<file path="config.mk">
export PLATFORM = sky130hd
export DESIGN_NAME = dls_debug_link
export DESIGN_NICKNAME = d
export VERILOG_FILES = /design/src/core/dls_rate_div.v /design/src/core/dls_debug_link.v
export VERILOG_INCLUDE_DIRS = /design/src /design/src/core
export SDC_FILE = /design/constraint.sdc
export NUM_CORES = 1
export LEC_CHECK = 0
export BUFFER_PORTS_ARGS = -buffer_cell sky130_fd_sc_hd__clkbuf_2
export CORE_MARGIN = 1.5
export CORE_UTILIZATION = 55
export DETAILED_ROUTE_END_ITERATION = 6
export HOLD_SLACK_MARGIN = 0.05
export PLACE_DENSITY = 0.76
export SLEW_MARGIN = 15
export SYNTH_ARGS = -nofsm -noshare
export SYNTH_HDL_FRONTEND = slang
export SYNTH_HIERARCHICAL = 1
export SYNTH_SLANG_ARGS = --single-unit
</file>
<file path="constraint.sdc">
create_clock -name clk -period 2.6 [get_ports clk]
set_clock_uncertainty 0.05 [all_clocks]
set_input_delay 0.52 -clock clk [delete_from_list [all_inputs] [get_ports clk]]
set_output_delay 0.52 -clock clk [all_outputs]
set_load 0.02 [all_outputs]
</file>
<file path="src/core/dls_map.vh">
`ifndef DLS_MAP_VH
`define DLS_MAP_VH
`define DLS_SYNC_DELAY 8'h10
`define DLS_SYNC_LOW 8'h80
`define DLS_SYNC_HIGH 8'h01
`define DLS_LONG_BIT 8'h20
`define DLS_BIT_SAMPLE 8'h0A
`define DLS_CMD_STEP 8'h10
`define DLS_CNT_ONE 8'h01
`define DLS_CNT_ZERO 8'h00
`define DLS_DIV_ZERO 16'h0000
`endif

</file>
<file path="src/core/dls_rate_div.v">
`include "dls_map.vh"
`default_nettype none
module dls_rate_div #(
  parameter [15:0] DIV = 16'h0004
) (
  // Clock and reset
  input wire clk,
  input wire rst,
  // Resync of the tick phase
  input wire restart,
  // One-cycle tick per debug serial cycle
  output reg tick
);
  reg [15:0] cnt_q;

  // Divider; restart aligns ticks with a pin edge
  always @(posedge clk or posedge rst) begin
    if (rst) begin
      cnt_q <= `DLS_DIV_ZERO;
      tick <= 1'b0;
    end else if (restart || cnt_q == DIV - 16'h0001) begin
      cnt_q <= `DLS_DIV_ZERO;
      tick <= !restart;
    end else begin
      cnt_q <= cnt_q + 16'h0001;
      tick <= 1'b0;
    end
  end
endmodule
`default_nettype wire

</file>
<file path="src/core/dls_debug_link.v">
`include "dls_map.vh"
`default_nettype none
module dls_debug_link #(
  parameter [15:0] DIV = 16'h0004,
  parameter CMD_BITS = 8
) (
  // Clock and reset
  input wire clk,
  input wire rst,
  // Debug pin, open drain style
  input wire bkgdPinIn,
  output reg bkgdPinOut,
  output reg bkgdPinOe,
  // Debug mode status from the core
  input wire debugModeActive,
  input wire instrRetired,
  // Core control
  output reg userRunEn,
  output reg stepDone,
  // Command side
  output reg [CMD_BITS-1:0] cmdData,
  output reg cmdValid,
  output reg cmdUnknown,
  input wire ackRequest,
  output reg resyncPulse
);
  // Link walk, all counts in serial ticks of DIV clocks each:
  // Idle line rests high through the external pull-up.
  // Host falling edge opens a bit window and restarts the divider.
  // Bit value is the synced pin level at tick 10 of the window.
  // Window keeps counting past the rising edge, so a short low reads as one.
  // A low still standing after tick 32 is a resync request.
  // Resync drops the partial shift, the bit count and any pending ack.
  // Then wait for the host to let the line go high again.
  // Then 16 quiet ticks, so the host speedup pulse has surely ended.
  // Then own low drive of 128 ticks, the host's timing reference.
  // Then one tick of own high drive for a fast rising edge.
  // Then full release, back to idle and ready for the next falling edge.
  //
  // Divider phase:
  // Only host edges seen while idle restart the divider.
  // Our own falling edge must not restart it, or the reference
  // pulse would be stretched by the synchroniser latency.
  //
  // Pin synchroniser:
  // Three flops; a change only counts when stages 2 and 3 agree.
  // This costs three to four clocks of latency on every host edge.
  // The latency hits both edges of a bit alike, so widths hold.
  //
  // Single step:
  // Step code while debug mode is active raises the user run enable.
  // The core lowers nothing itself; one retired instruction ends it.
  // Step code outside debug mode is flagged and never acknowledged.
  // Other codes are handed on with a one-clock valid pulse.
  //
  // Limitations:
  // A resync that starts after seven bits completes that command first,
  // because tick 10 of the resync low samples an eighth zero bit.
  // Bit sampling is ignored while the response or a step is running.
  // Host lows sampled on fewer than two clocks raise no falling edge.
  //
  // Outputs:
  // Pin drive and enable are registered, so no glitch reaches the pad.
  // Pulse outputs stand for exactly one clock.
  // Command data holds the last full command until the next one.
  //
  localparam [2:0] ST_IDLE = 3'd0;
  localparam [2:0] ST_WAITHI = 3'd1;
  localparam [2:0] ST_DELAY = 3'd2;
  localparam [2:0] ST_LOW = 3'd3;
  localparam [2:0] ST_HIGH = 3'd4;
  localparam [2:0] ST_STEP = 3'd5;

  reg [2:0] pinSync_q;
  reg pinPrev_q;
  reg [2:0] state_q;
  reg [7:0] cnt_q;
  reg [7:0] lowCnt_q;
  reg [CMD_BITS-1:0] shift_q;
  reg [3:0] bitCnt_q;
  reg ackPend_q;
  reg inLow_q;
  wire tick;
  wire pinLvl = pinSync_q[2];
  wire pinStable = pinSync_q[1] == pinSync_q[2];
  wire fallEdge = pinStable && !pinLvl && pinPrev_q;
  // Long low only while the line really is still low
  wire longLow = inLow_q && !pinLvl && lowCnt_q > `DLS_LONG_BIT && state_q == ST_IDLE;

  dls_rate_div #(.DIV(DIV)) uDiv (
    .clk(clk),
    .rst(rst),
    .restart(fallEdge && state_q == ST_IDLE), // Own drive must not re-phase ticks
    .tick(tick)
  );

  // Three-stage pin synchroniser; a change counts when stages 2 and 3 agree
  always @(posedge clk or posedge rst) begin
    if (rst) begin
      pinSync_q <= 3'b111;
      pinPrev_q <= 1'b1;
    end else begin
      pinSync_q <= {pinSync_q[1:0], bkgdPinIn};
      if (pinStable) pinPrev_q <= pinLvl;
    end
  end

  // Ticks since the last host falling edge, saturating;
  // runs on past the rising edge so one bits still reach the sample point
  always @(posedge clk or posedge rst) begin
    if (rst) begin
      lowCnt_q <= `DLS_CNT_ZERO;
      inLow_q <= 1'b0;
    end else if (fallEdge && state_q == ST_IDLE) begin
      lowCnt_q <= `DLS_CNT_ZERO;
      inLow_q <= 1'b1;
    end else if (state_q != ST_IDLE) begin
      inLow_q <= 1'b0;
    end else if (inLow_q && tick && lowCnt_q != 8'hFF) begin
      lowCnt_q <= lowCnt_q + `DLS_CNT_ONE;
    end
  end

  // Main sequencer: bit receive, resync answer, single step
  always @(posedge clk or posedge rst) begin
    if (rst) begin
      state_q <= ST_IDLE;
      cnt_q <= `DLS_CNT_ZERO;
      shift_q <= {CMD_BITS{1'b0}};
      bitCnt_q <= 4'h0;
      ackPend_q <= 1'b0;
      bkgdPinOut <= 1'b1;
      bkgdPinOe <= 1'b0;
      cmdData <= {CMD_BITS{1'b0}};
      cmdValid <= 1'b0;
      cmdUnknown <= 1'b0;
      userRunEn <= 1'b0;
      stepDone <= 1'b0;
      resyncPulse <= 1'b0;
    end else begin
      cmdValid <= 1'b0;
      cmdUnknown <= 1'b0;
      stepDone <= 1'b0;
      resyncPulse <= 1'b0;
      if (ackRequest) ackPend_q <= 1'b1;
      case (state_q)
        ST_IDLE: begin
          if (longLow) begin
            // Soft reset: drop partial command and any pending ack
            shift_q <= {CMD_BITS{1'b0}};
            bitCnt_q <= 4'h0;
            ackPend_q <= 1'b0;
            resyncPulse <= 1'b1;
            state_q <= ST_WAITHI;
          end else if (inLow_q && tick && lowCnt_q == `DLS_BIT_SAMPLE) begin
            // Sample bit: still low means zero
            shift_q <= {shift_q[CMD_BITS-2:0], pinLvl};
            if (bitCnt_q == CMD_BITS - 1) begin
              bitCnt_q <= 4'h0;
              cmdData <= {shift_q[CMD_BITS-2:0], pinLvl};
              if ({shift_q[CMD_BITS-2:0], pinLvl} == `DLS_CMD_STEP && debugModeActive) begin
                userRunEn <= 1'b1;
                state_q <= ST_STEP;
              end else if ({shift_q[CMD_BITS-2:0], pinLvl} == `DLS_CMD_STEP) begin
                cmdUnknown <= 1'b1;
              end else begin
                cmdValid <= 1'b1;
              end
            end else begin
              bitCnt_q <= bitCnt_q + 4'h1;
            end
          end
        end
        ST_WAITHI: begin
          if (pinStable && pinLvl) begin
            cnt_q <= `DLS_CNT_ZERO;
            state_q <= ST_DELAY;
          end
        end
        ST_DELAY: begin
          if (tick) begin
            if (cnt_q == `DLS_SYNC_DELAY - `DLS_CNT_ONE) begin
              cnt_q <= `DLS_CNT_ZERO;
              bkgdPinOut <= 1'b0;
              bkgdPinOe <= 1'b1;
              state_q <= ST_LOW;
            end else begin
              cnt_q <= cnt_q + `DLS_CNT_ONE;
            end
          end
        end
        ST_LOW: begin
          if (tick) begin
            if (cnt_q == `DLS_SYNC_LOW - `DLS_CNT_ONE) begin
              cnt_q <= `DLS_CNT_ZERO;
              bkgdPinOut <= 1'b1;
              state_q <= ST_HIGH;
            end else begin
              cnt_q <= cnt_q + `DLS_CNT_ONE;
            end
          end
        end
        ST_HIGH: begin
          if (tick) begin
            bkgdPinOe <= 1'b0;
            state_q <= ST_IDLE;
          end
        end
        ST_STEP: begin
          // One instruction only, then back to debug firmware
          if (instrRetired) begin
            userRunEn <= 1'b0;
            stepDone <= 1'b1;
            state_q <= ST_IDLE;
          end
        end
        default: state_q <= ST_IDLE;
      endcase
    end
  end
endmodule
`default_nettype wire

</file>
==> summary.md, run 1 <==
| Metric | Value |
|---|---|
| Status | `completed` |
| Metal2 WL | `2864 microns` |
| Critical path fanouts, max | `9` |
| CTS Hold Bufs | `0` |
| Synth area leaders | `dfrtp_1 46%, dfstp_2 3.9%, nor2_1 3.9%` |
| Startpoint Class | `flip-flop` |
| Final setup fails | `0` |
| Post-Synthesis Cells | `327` |
| Hold Crit Class | `in2reg` |
| CTS tree | `yes` |
| TritonCTS Sinks | `67` |
| CP peak stage delay | `490 ps` |
| EDFF count, synth | `0` |
| Crit-path cells | `nor4_4, a311oi_2, nor3_2, and2_1, mux2_4` |
| Max Cap Viol | `0` |
| DR vias/cell | `5.754` |
| Cell area after synthesis | `0.003344 sq mm` |
| Antenna violations before repair | `0` |
| Pre-CTS setup slack | `347.0 ps` |
| Die Span X | `80.98 microns` |
| Clk slew on worst S/H paths | `70 ps` |
| Share of cells above drive strength 1 | `17.98%` |
| Final core occ | `63.35%` |
| Combinational Power Share | `12.1%` |
| Detailed-route via count | `2480` |
| # diodes | `0` |
| Pin count of the biggest net entering global routing | `41` |
| Flop pwr share | `50.2%` |
| Sequential cell area fraction in the yosys report | `50.32%` |
| Setup TNS Final | `0 ps` |
| First-pass DRT Iterations | `4` |
| Final worst-path cycle share | `86.28%` |
| Final std cells w/o fill | `431` |
| Worst slew pin tran | `824.7 ps` |
| Routed len/inst | `14.38 microns` |
| Synthesized net count | `341` |
| Residual DRC | `0` |
| RSZ-0062 raised after global routing | `no` |
| Final Hold Viols | `0` |
| Worst setup EP type | `flip-flop` |
| Synth cell count leaders | `62 x dfrtp_1, 35 x nor2_1, 24 x nand2_1` |
| Crit path launch | `lowCnt_q[6]$_DFFE_PP0P_` |
| Placed insts | `415` |
| Total die area | `0.006558 sq mm` |
| PostCTS Resize Cnt | `0` |
| Max_slew headroom | `44.94%` |
| Post-Synthesis Mean Instance Area | `10.23 sq um` |
| Sw Share | `26.71%` |
| Root buf cell | `clkbuf_8` |
| Detail Route Antenna Nets | `0` |
| WL met1 | `3033 microns` |
| Dpl hpwl | `4301 microns` |
| Synth warn | `6` |
| Lkg Pwr | `1.723 nW` |
| CTS Buffer Depth | `2` |
| Total Nets Final | `365` |
| WP data required | `2780 ps` |
| Final min period | `2243 ps` |
| DR WL met3 | `195 microns` |
| Initial Utilization | `56.82%` |
| Startpoint of the worst hold path | `bkgdPinIn` |
| WS Path Type | `reg2reg` |
| Pwr dens | `628.1 mW/mm^2` |
| Max Clk Rate | `0.4458 GHz` |
| Sw Pwr | `0.0006256 W` |
| Synth unique cells | `55` |
| Top sig layer | `met4` |
| Final wirelength | `6197 microns` |
| H-tree levels | `3` |
| Post-synth top area share | `46.39%` |
| Port Buffer Count | `19` |
| Crit-path slowest cell | `and2_1` |
| Final WS setup | `356.8 ps` |
| Post-CTS Repair Setup Buffers | `0` |
| Total track usage | `20.94%` |
| Leading area contributor after synthesis | `dfrtp_1` |
| VDD IR max | `0.4973 mV` |
| Total global routing overflow | `0` |
| Asr flop ratio synth | `100.0%` |
| Yosys reg bits | `67` |
| WP data arrival | `2420 ps` |
| Vias in the first global route | `2339` |
| CORE AREA | `0.005886 sq mm` |
| Synth-to-layout area growth | `11.49%` |
| Ys flop type | `dfrtp_1` |
| DRT iter0 DRCs | `178` |
| Crit Reg-Reg Startpoint | `lowCnt_q[6]$_DFFE_PP0P_` |
| Clock share of power | `37.7%` |
| Insertion delay to the later sink of the worst-skew pair | `350 ps` |
| Gpl congestion | `0.8167` |
| Cts bufs inserted | `9` |
| Final Max Tran Viols | `0` |
| Row count | `28` |
| P_int | `0.001716 W` |
| I/O pin cnt | `21` |
| Most numerous cell in the Yosys netlist | `dfrtp_1` |
| First-pass GRT wire length | `10520 microns` |
| Die Ht | `80.98 microns` |
| Fillcell total | `493` |
==> power by group through the flow <==
stage	logic (W)	registers, W	clock network (W)
5_1_grt	0.000333	0.00119	0.000952
2_1_floorplan	0.000233	0.00118	0
4_1_cts	0.000289	0.00117	0.000908
3_5_place_dp	0.000287	0.00119	0
3_3_place_gp	0.000280	0.00119	0
6_report	0.000282	0.00118	0.000883
==> kinds of logic (layout without fill, tap and decap cells) <==
family / count (synthesis) / count (layout) / synth area share (%)
mux: 9 / 9 / 3.891
simple gates: 144 / 144 / 23.76
fa+ha+maj: 8 / 8 / 2.993
buf+inv: 25 / 54 / 3.329
xor+xnor: 18 / 18 / 4.714
compound gates: 56 / 56 / 11.00
flops: 67 / 67 / 50.32
==> state kept, by name (all words and copies together) (netlist names), 3 cells and up <==
name        flops
bitCnt_q        4
cmdData         8
shift_q         7
state_q         3
pinSync_q       3
lowCnt_q        8
uDiv/cnt_q     16
cnt_q           8
==> final cells by class <==
class                      instances  area [sq um]  share of cell area (%)
clock inverter                     3         46.29                   1.242
multi-input combinational        235          1550                   41.58
clock buffer                      13         158.9                   4.262
timing repair buffer              27         155.1                   4.161
inverter                          11         41.29                   1.107
tap                               75         93.84                   2.517
sequential                        67          1683                   45.13
==> placed cells by master, fill, tap and decap left out, types with 10 or more instances in the layout <==
master / count
nand3_1: 14
nand2_1: 24
dfrtp_1: 62
o21ai_0: 16
nor2_1: 35
nor3_1: 10
clkbuf_8: 11
clkbuf_2: 19
inv_1: 10
a21oi_1: 13
==> layer usage <==
layer / track usage (%) / vias up
met5: 0 / -
met4: 9.828 / 0
met3: 4.045 / 10
met2: 33.17 / 48
met1: 27.76 / 1203
li1: - / 1219
==> path summary, 6_finish.rpt <==
check | endpoint | slack, ps | cells past startpoint
worst max-delay path | cmdData[5]$_DFFE_PP0P_ | 360 | 5
worst min-delay path | pinSync_q[0]$_DFF_PP1_ | 200 | 1
worst max register to register | cmdData[5]$_DFFE_PP0P_ | 360 | 5
worst min register to register | pinSync_q[1]$_DFF_PP1_ | 310 | 0
max in group asynchronous | shift_q[5]$_DFFE_PP0P_ | 1590 | 3
min in group asynchronous | uDiv/cnt_q[15]$_DFF_PP0_ | 210 | 2
==> metrics by stage <==
step	hold slack, ps	power [W]	cell area (sq um)
4_1_cts	189.7	0.002372	3729
6_report	204.0	0.002342	3729
3_5_place_dp	297.9	0.001481	3523
3_3_place_gp	296.8	0.001471	3523
2_1_floorplan	295.2	0.001409	3344
5_1_grt	192.0	0.002471	3729
==> worst max-delay path: cells and delay by family (launching register included) <==
family / cells / cell delay, ps
mux: 1 / 350
flops: 1 / 470
compound gates: 1 / 190
simple gates: 3 / 1080
(Power assumes the default switching activity.)
==> run 2: changes to the inputs <==
--- a/config.mk
+++ b/config.mk
@@ -6,8 +6,9 @@
 export SDC_FILE = /design/constraint.sdc
 export NUM_CORES = 1
 export LEC_CHECK = 0
+export ABC_AREA = 0
 export BUFFER_PORTS_ARGS = -buffer_cell sky130_fd_sc_hd__clkbuf_2
-export CORE_MARGIN = 1.5
+export CORE_MARGIN = 2
 export CORE_UTILIZATION = 55
 export DETAILED_ROUTE_END_ITERATION = 6
 export HOLD_SLACK_MARGIN = 0.05
==> summary.md, run 2 (synthesis results as in run 1) <==
| Metric | Value |
|---|---|
| Max reg flops | `16 (unchanged)` |
| Total die area | `0.006721 sq mm (+2.5%)` |
| Sw Share | `29.26% (+2.5 points)` |
| Most frequent cells in the layout | `62 x dfrtp_1, 35 x nor2_1, 24 x nand2_1` |
| Worst path bufs/invs | `1 (+1)` |
| Clock share of power | `34.9% (-2.8 points)` |
| CTS Buffer Depth | `2 (unchanged)` |
| Most flops, register | `uDiv/cnt_q` |
| Pwr dens | `611.1 mW/mm^2 (-2.7%)` |
| Crit-path cells | `nor4_4, a311oi_2, nor3_2, and2_1, buf_4, mux2_4` |
| Lkg Pwr | `1.702 nW (-1.3%)` |
| Final Max Tran Viols | `0 (unchanged)` |
| Row count | `28 (unchanged)` |
| WP data required | `2780 ps (about the same)` |
| Total track usage | `20.69% (-0.25 points)` |
| Fillcell total | `468 (-5.1%)` |
| TritonCTS Sinks | `67 (unchanged)` |
| Insertion delay to the later sink of the worst-skew pair | `350 ps (about the same)` |
| Pre-CTS setup slack | `503.8 ps (+156.9 ps)` |
| Die Span X | `81.98 microns (+1.2%)` |
| Routed len/inst | `14.57 microns (+1.3%)` |
| FF-to-FF End | `cmdData[7]$_DFFE_PP0P_` |
| VDD IR max | `0.6293 mV (+27%)` |
| Max_slew headroom | `47.69% (+2.7 points)` |
| Final setup fails | `0 (unchanged)` |
| Critical path fanouts, max | `9 (unchanged)` |
| DR vias/cell | `5.685 (-1.2%)` |
| Combinational Power Share | `12.8% (+0.7 points)` |
| Placed insts | `412 (-0.72%)` |
| Root buf cell | `clkbuf_8` |
| WS Path Type | `reg2reg` |
| Detailed-route via count | `2433 (-1.9%)` |
| Post-CTS Repair Setup Buffers | `0 (unchanged)` |
| Total Nets Final | `362 (-0.82%)` |
| Vias in the first global route | `2296 (-1.8%)` |
| Startpoint Class | `flip-flop` |
| # diodes | `0 (unchanged)` |
| First-pass GRT wire length | `10560 microns (+0.39%)` |
| Initial Utilization | `56.82% (unchanged)` |
| Sw Pwr | `0.0006576 W (+5.1%)` |
| Port Buffer Count | `19 (unchanged)` |
| Clk slew on worst S/H paths | `80 ps (about the same)` |
| Status | `completed` |
| CP delay by family, top | `simple AND/OR/NAND/NOR gates` |
| Pin count of the biggest net entering global routing | `39 (-4.9%)` |
| Setup TNS Final | `0 ps (unchanged)` |
| Final WS setup | `486.2 ps (+129.4 ps)` |
| I/O pin cnt | `21 (unchanged)` |
| PostCTS Resize Cnt | `0 (unchanged)` |
| Dpl hpwl | `4284 microns (-0.41%)` |
| Antenna violations before repair | `0 (unchanged)` |
| Fin Hold WS | `192.7 ps (-11.29 ps)` |
| Die Ht | `81.98 microns (+1.2%)` |
| Flop pwr share | `52.3% (+2.1 points)` |
| Worst Reg-to-Reg Cells | `6 (+1)` |
| Hold Crit Class | `in2async` |
| Max Cap Viol | `0 (unchanged)` |
| Synth-to-layout area growth | `9.989%` |
| Gpl congestion | `0.8053 (-1.4%)` |
| CP peak stage delay | `470 ps (-20 ps)` |
| WP data arrival | `2300 ps (-120 ps)` |
| Most common cell after layout, fill and taps aside | `dfrtp_1` |
| CTS Hold Bufs | `0 (unchanged)` |
| Share of cells above drive strength 1 | `17.85% (-0.13 points)` |
| RSZ-0062 raised after global routing | `no` |
| Final wirelength | `6234 microns (+0.60%)` |
| First-pass DRT Iterations | `4 (unchanged)` |
| Cts bufs inserted | `9 (unchanged)` |
| Final worst-path cycle share | `81.30% (-5.0 points)` |
| Final std cells w/o fill | `428 (-0.70%)` |
| DRT iter0 DRCs | `154 (-13%)` |
| Worst slew pin tran | `779.5 ps (-45.27 ps)` |
| Max Clk Rate | `0.4731 GHz (+6.1%)` |
| CORE AREA | `0.005886 sq mm (unchanged)` |
| P_int | `0.001590 W (-7.4%)` |
| Residual DRC | `0 (unchanged)` |
| H-tree levels | `3 (unchanged)` |
| Reg-to-reg slack, setup | `490 ps (+130 ps)` |
| Crit Reg-Reg Startpoint | `lowCnt_q[6]$_DFFE_PP0P_` |
| Final min period | `2114 ps (-129.4 ps)` |
| Total global routing overflow | `0 (unchanged)` |
| Detail Route Antenna Nets | `0 (unchanged)` |
| Crit-path slowest cell | `dfrtp_1` |
| Final Hold Viols | `0 (unchanged)` |
| Worst setup EP type | `flip-flop` |
| CTS tree | `yes` |
## run 2: cell types whose count changed in the layout (fill, tap and decap cells not counted)
cell | before | now
clkinv_2 | 0 | 3
clkbuf_8 | 11 | 10
clkbuf_1 | 2 | 0
inv_6 | 0 | 1
bufinv_16 | 1 | 0
buf_4 | 8 | 5
## run 2: routing by layer
metal | global-route usage [%] | wire (microns) | up-vias
li1 | - | - | 1219
met1 | 28.90 | 3088 | 1152
met2 | 31.38 | 2787 | 51
met3 | 4.066 | 249 | 11
met4 | 9.000 | 109 | 0
met5 | 0 | 0 | -
## run 2: area by class of cell
type                    instances  area (sq um)  area share, %
well taps                      75         93.84          2.551
inverters                      11         41.29          1.122
clock inverters                 6         40.04          1.088
flip-flops and latches         67          1683          45.75
clock buffers                  10         137.6          3.741
multi-input cells             235          1550          42.14
repair buffers                 24         132.6          3.605
## run 2: worst max-delay path by stage
stage	slack [ps]	to	startpoint	cells past startpoint
6_report	490	cmdData[7]$_DFFE_PP0P_	lowCnt_q[6]$_DFFE_PP0P_	6
5_1_grt	350	bitCnt_q[3]$_DFFE_PP0P_	lowCnt_q[6]$_DFFE_PP0P_	5
4_1_cts	480	cnt_q[7]$_DFFE_PP0P_	pinSync_q[2]$_DFF_PP1_	5
3_5_place_dp	500	cnt_q[7]$_DFFE_PP0P_	pinSync_q[2]$_DFF_PP1_	5
3_3_place_gp	540	cnt_q[7]$_DFFE_PP0P_	pinSync_q[2]$_DFF_PP1_	5
2_1_floorplan	610	uDiv/cnt_q[10]$_DFF_PP0_	state_q[0]$_DFFE_PP0P_	8
## run 2: metrics by stage
| step | util, % | cell area [sq um] | total power (W) |
|---|---|---|---|
| finish | 62.50 | 3679 | 0.002248 |
| global route | 62.50 | 3679 | 0.002367 |
| CTS | 62.50 | 3679 | 0.002270 |
| detailed placement | 59.48 | 3501 | 0.001486 |
| global placement | 59.48 | 3501 | 0.001471 |
| floorplan | - | 3344 | 0.001409 |
## run 2: power by group through the flow
stage / Combinational [W] / Clock [W] / Sequential [W]
2_1_floorplan: 0.000233 / 0 / 0.00118
3_3_place_gp: 0.000280 / 0 / 0.00119
3_5_place_dp: 0.000292 / 0 / 0.00119
4_1_cts: 0.000293 / 0.000803 / 0.00117
5_1_grt: 0.000332 / 0.000848 / 0.00119
6_report: 0.000287 / 0.000785 / 0.00118
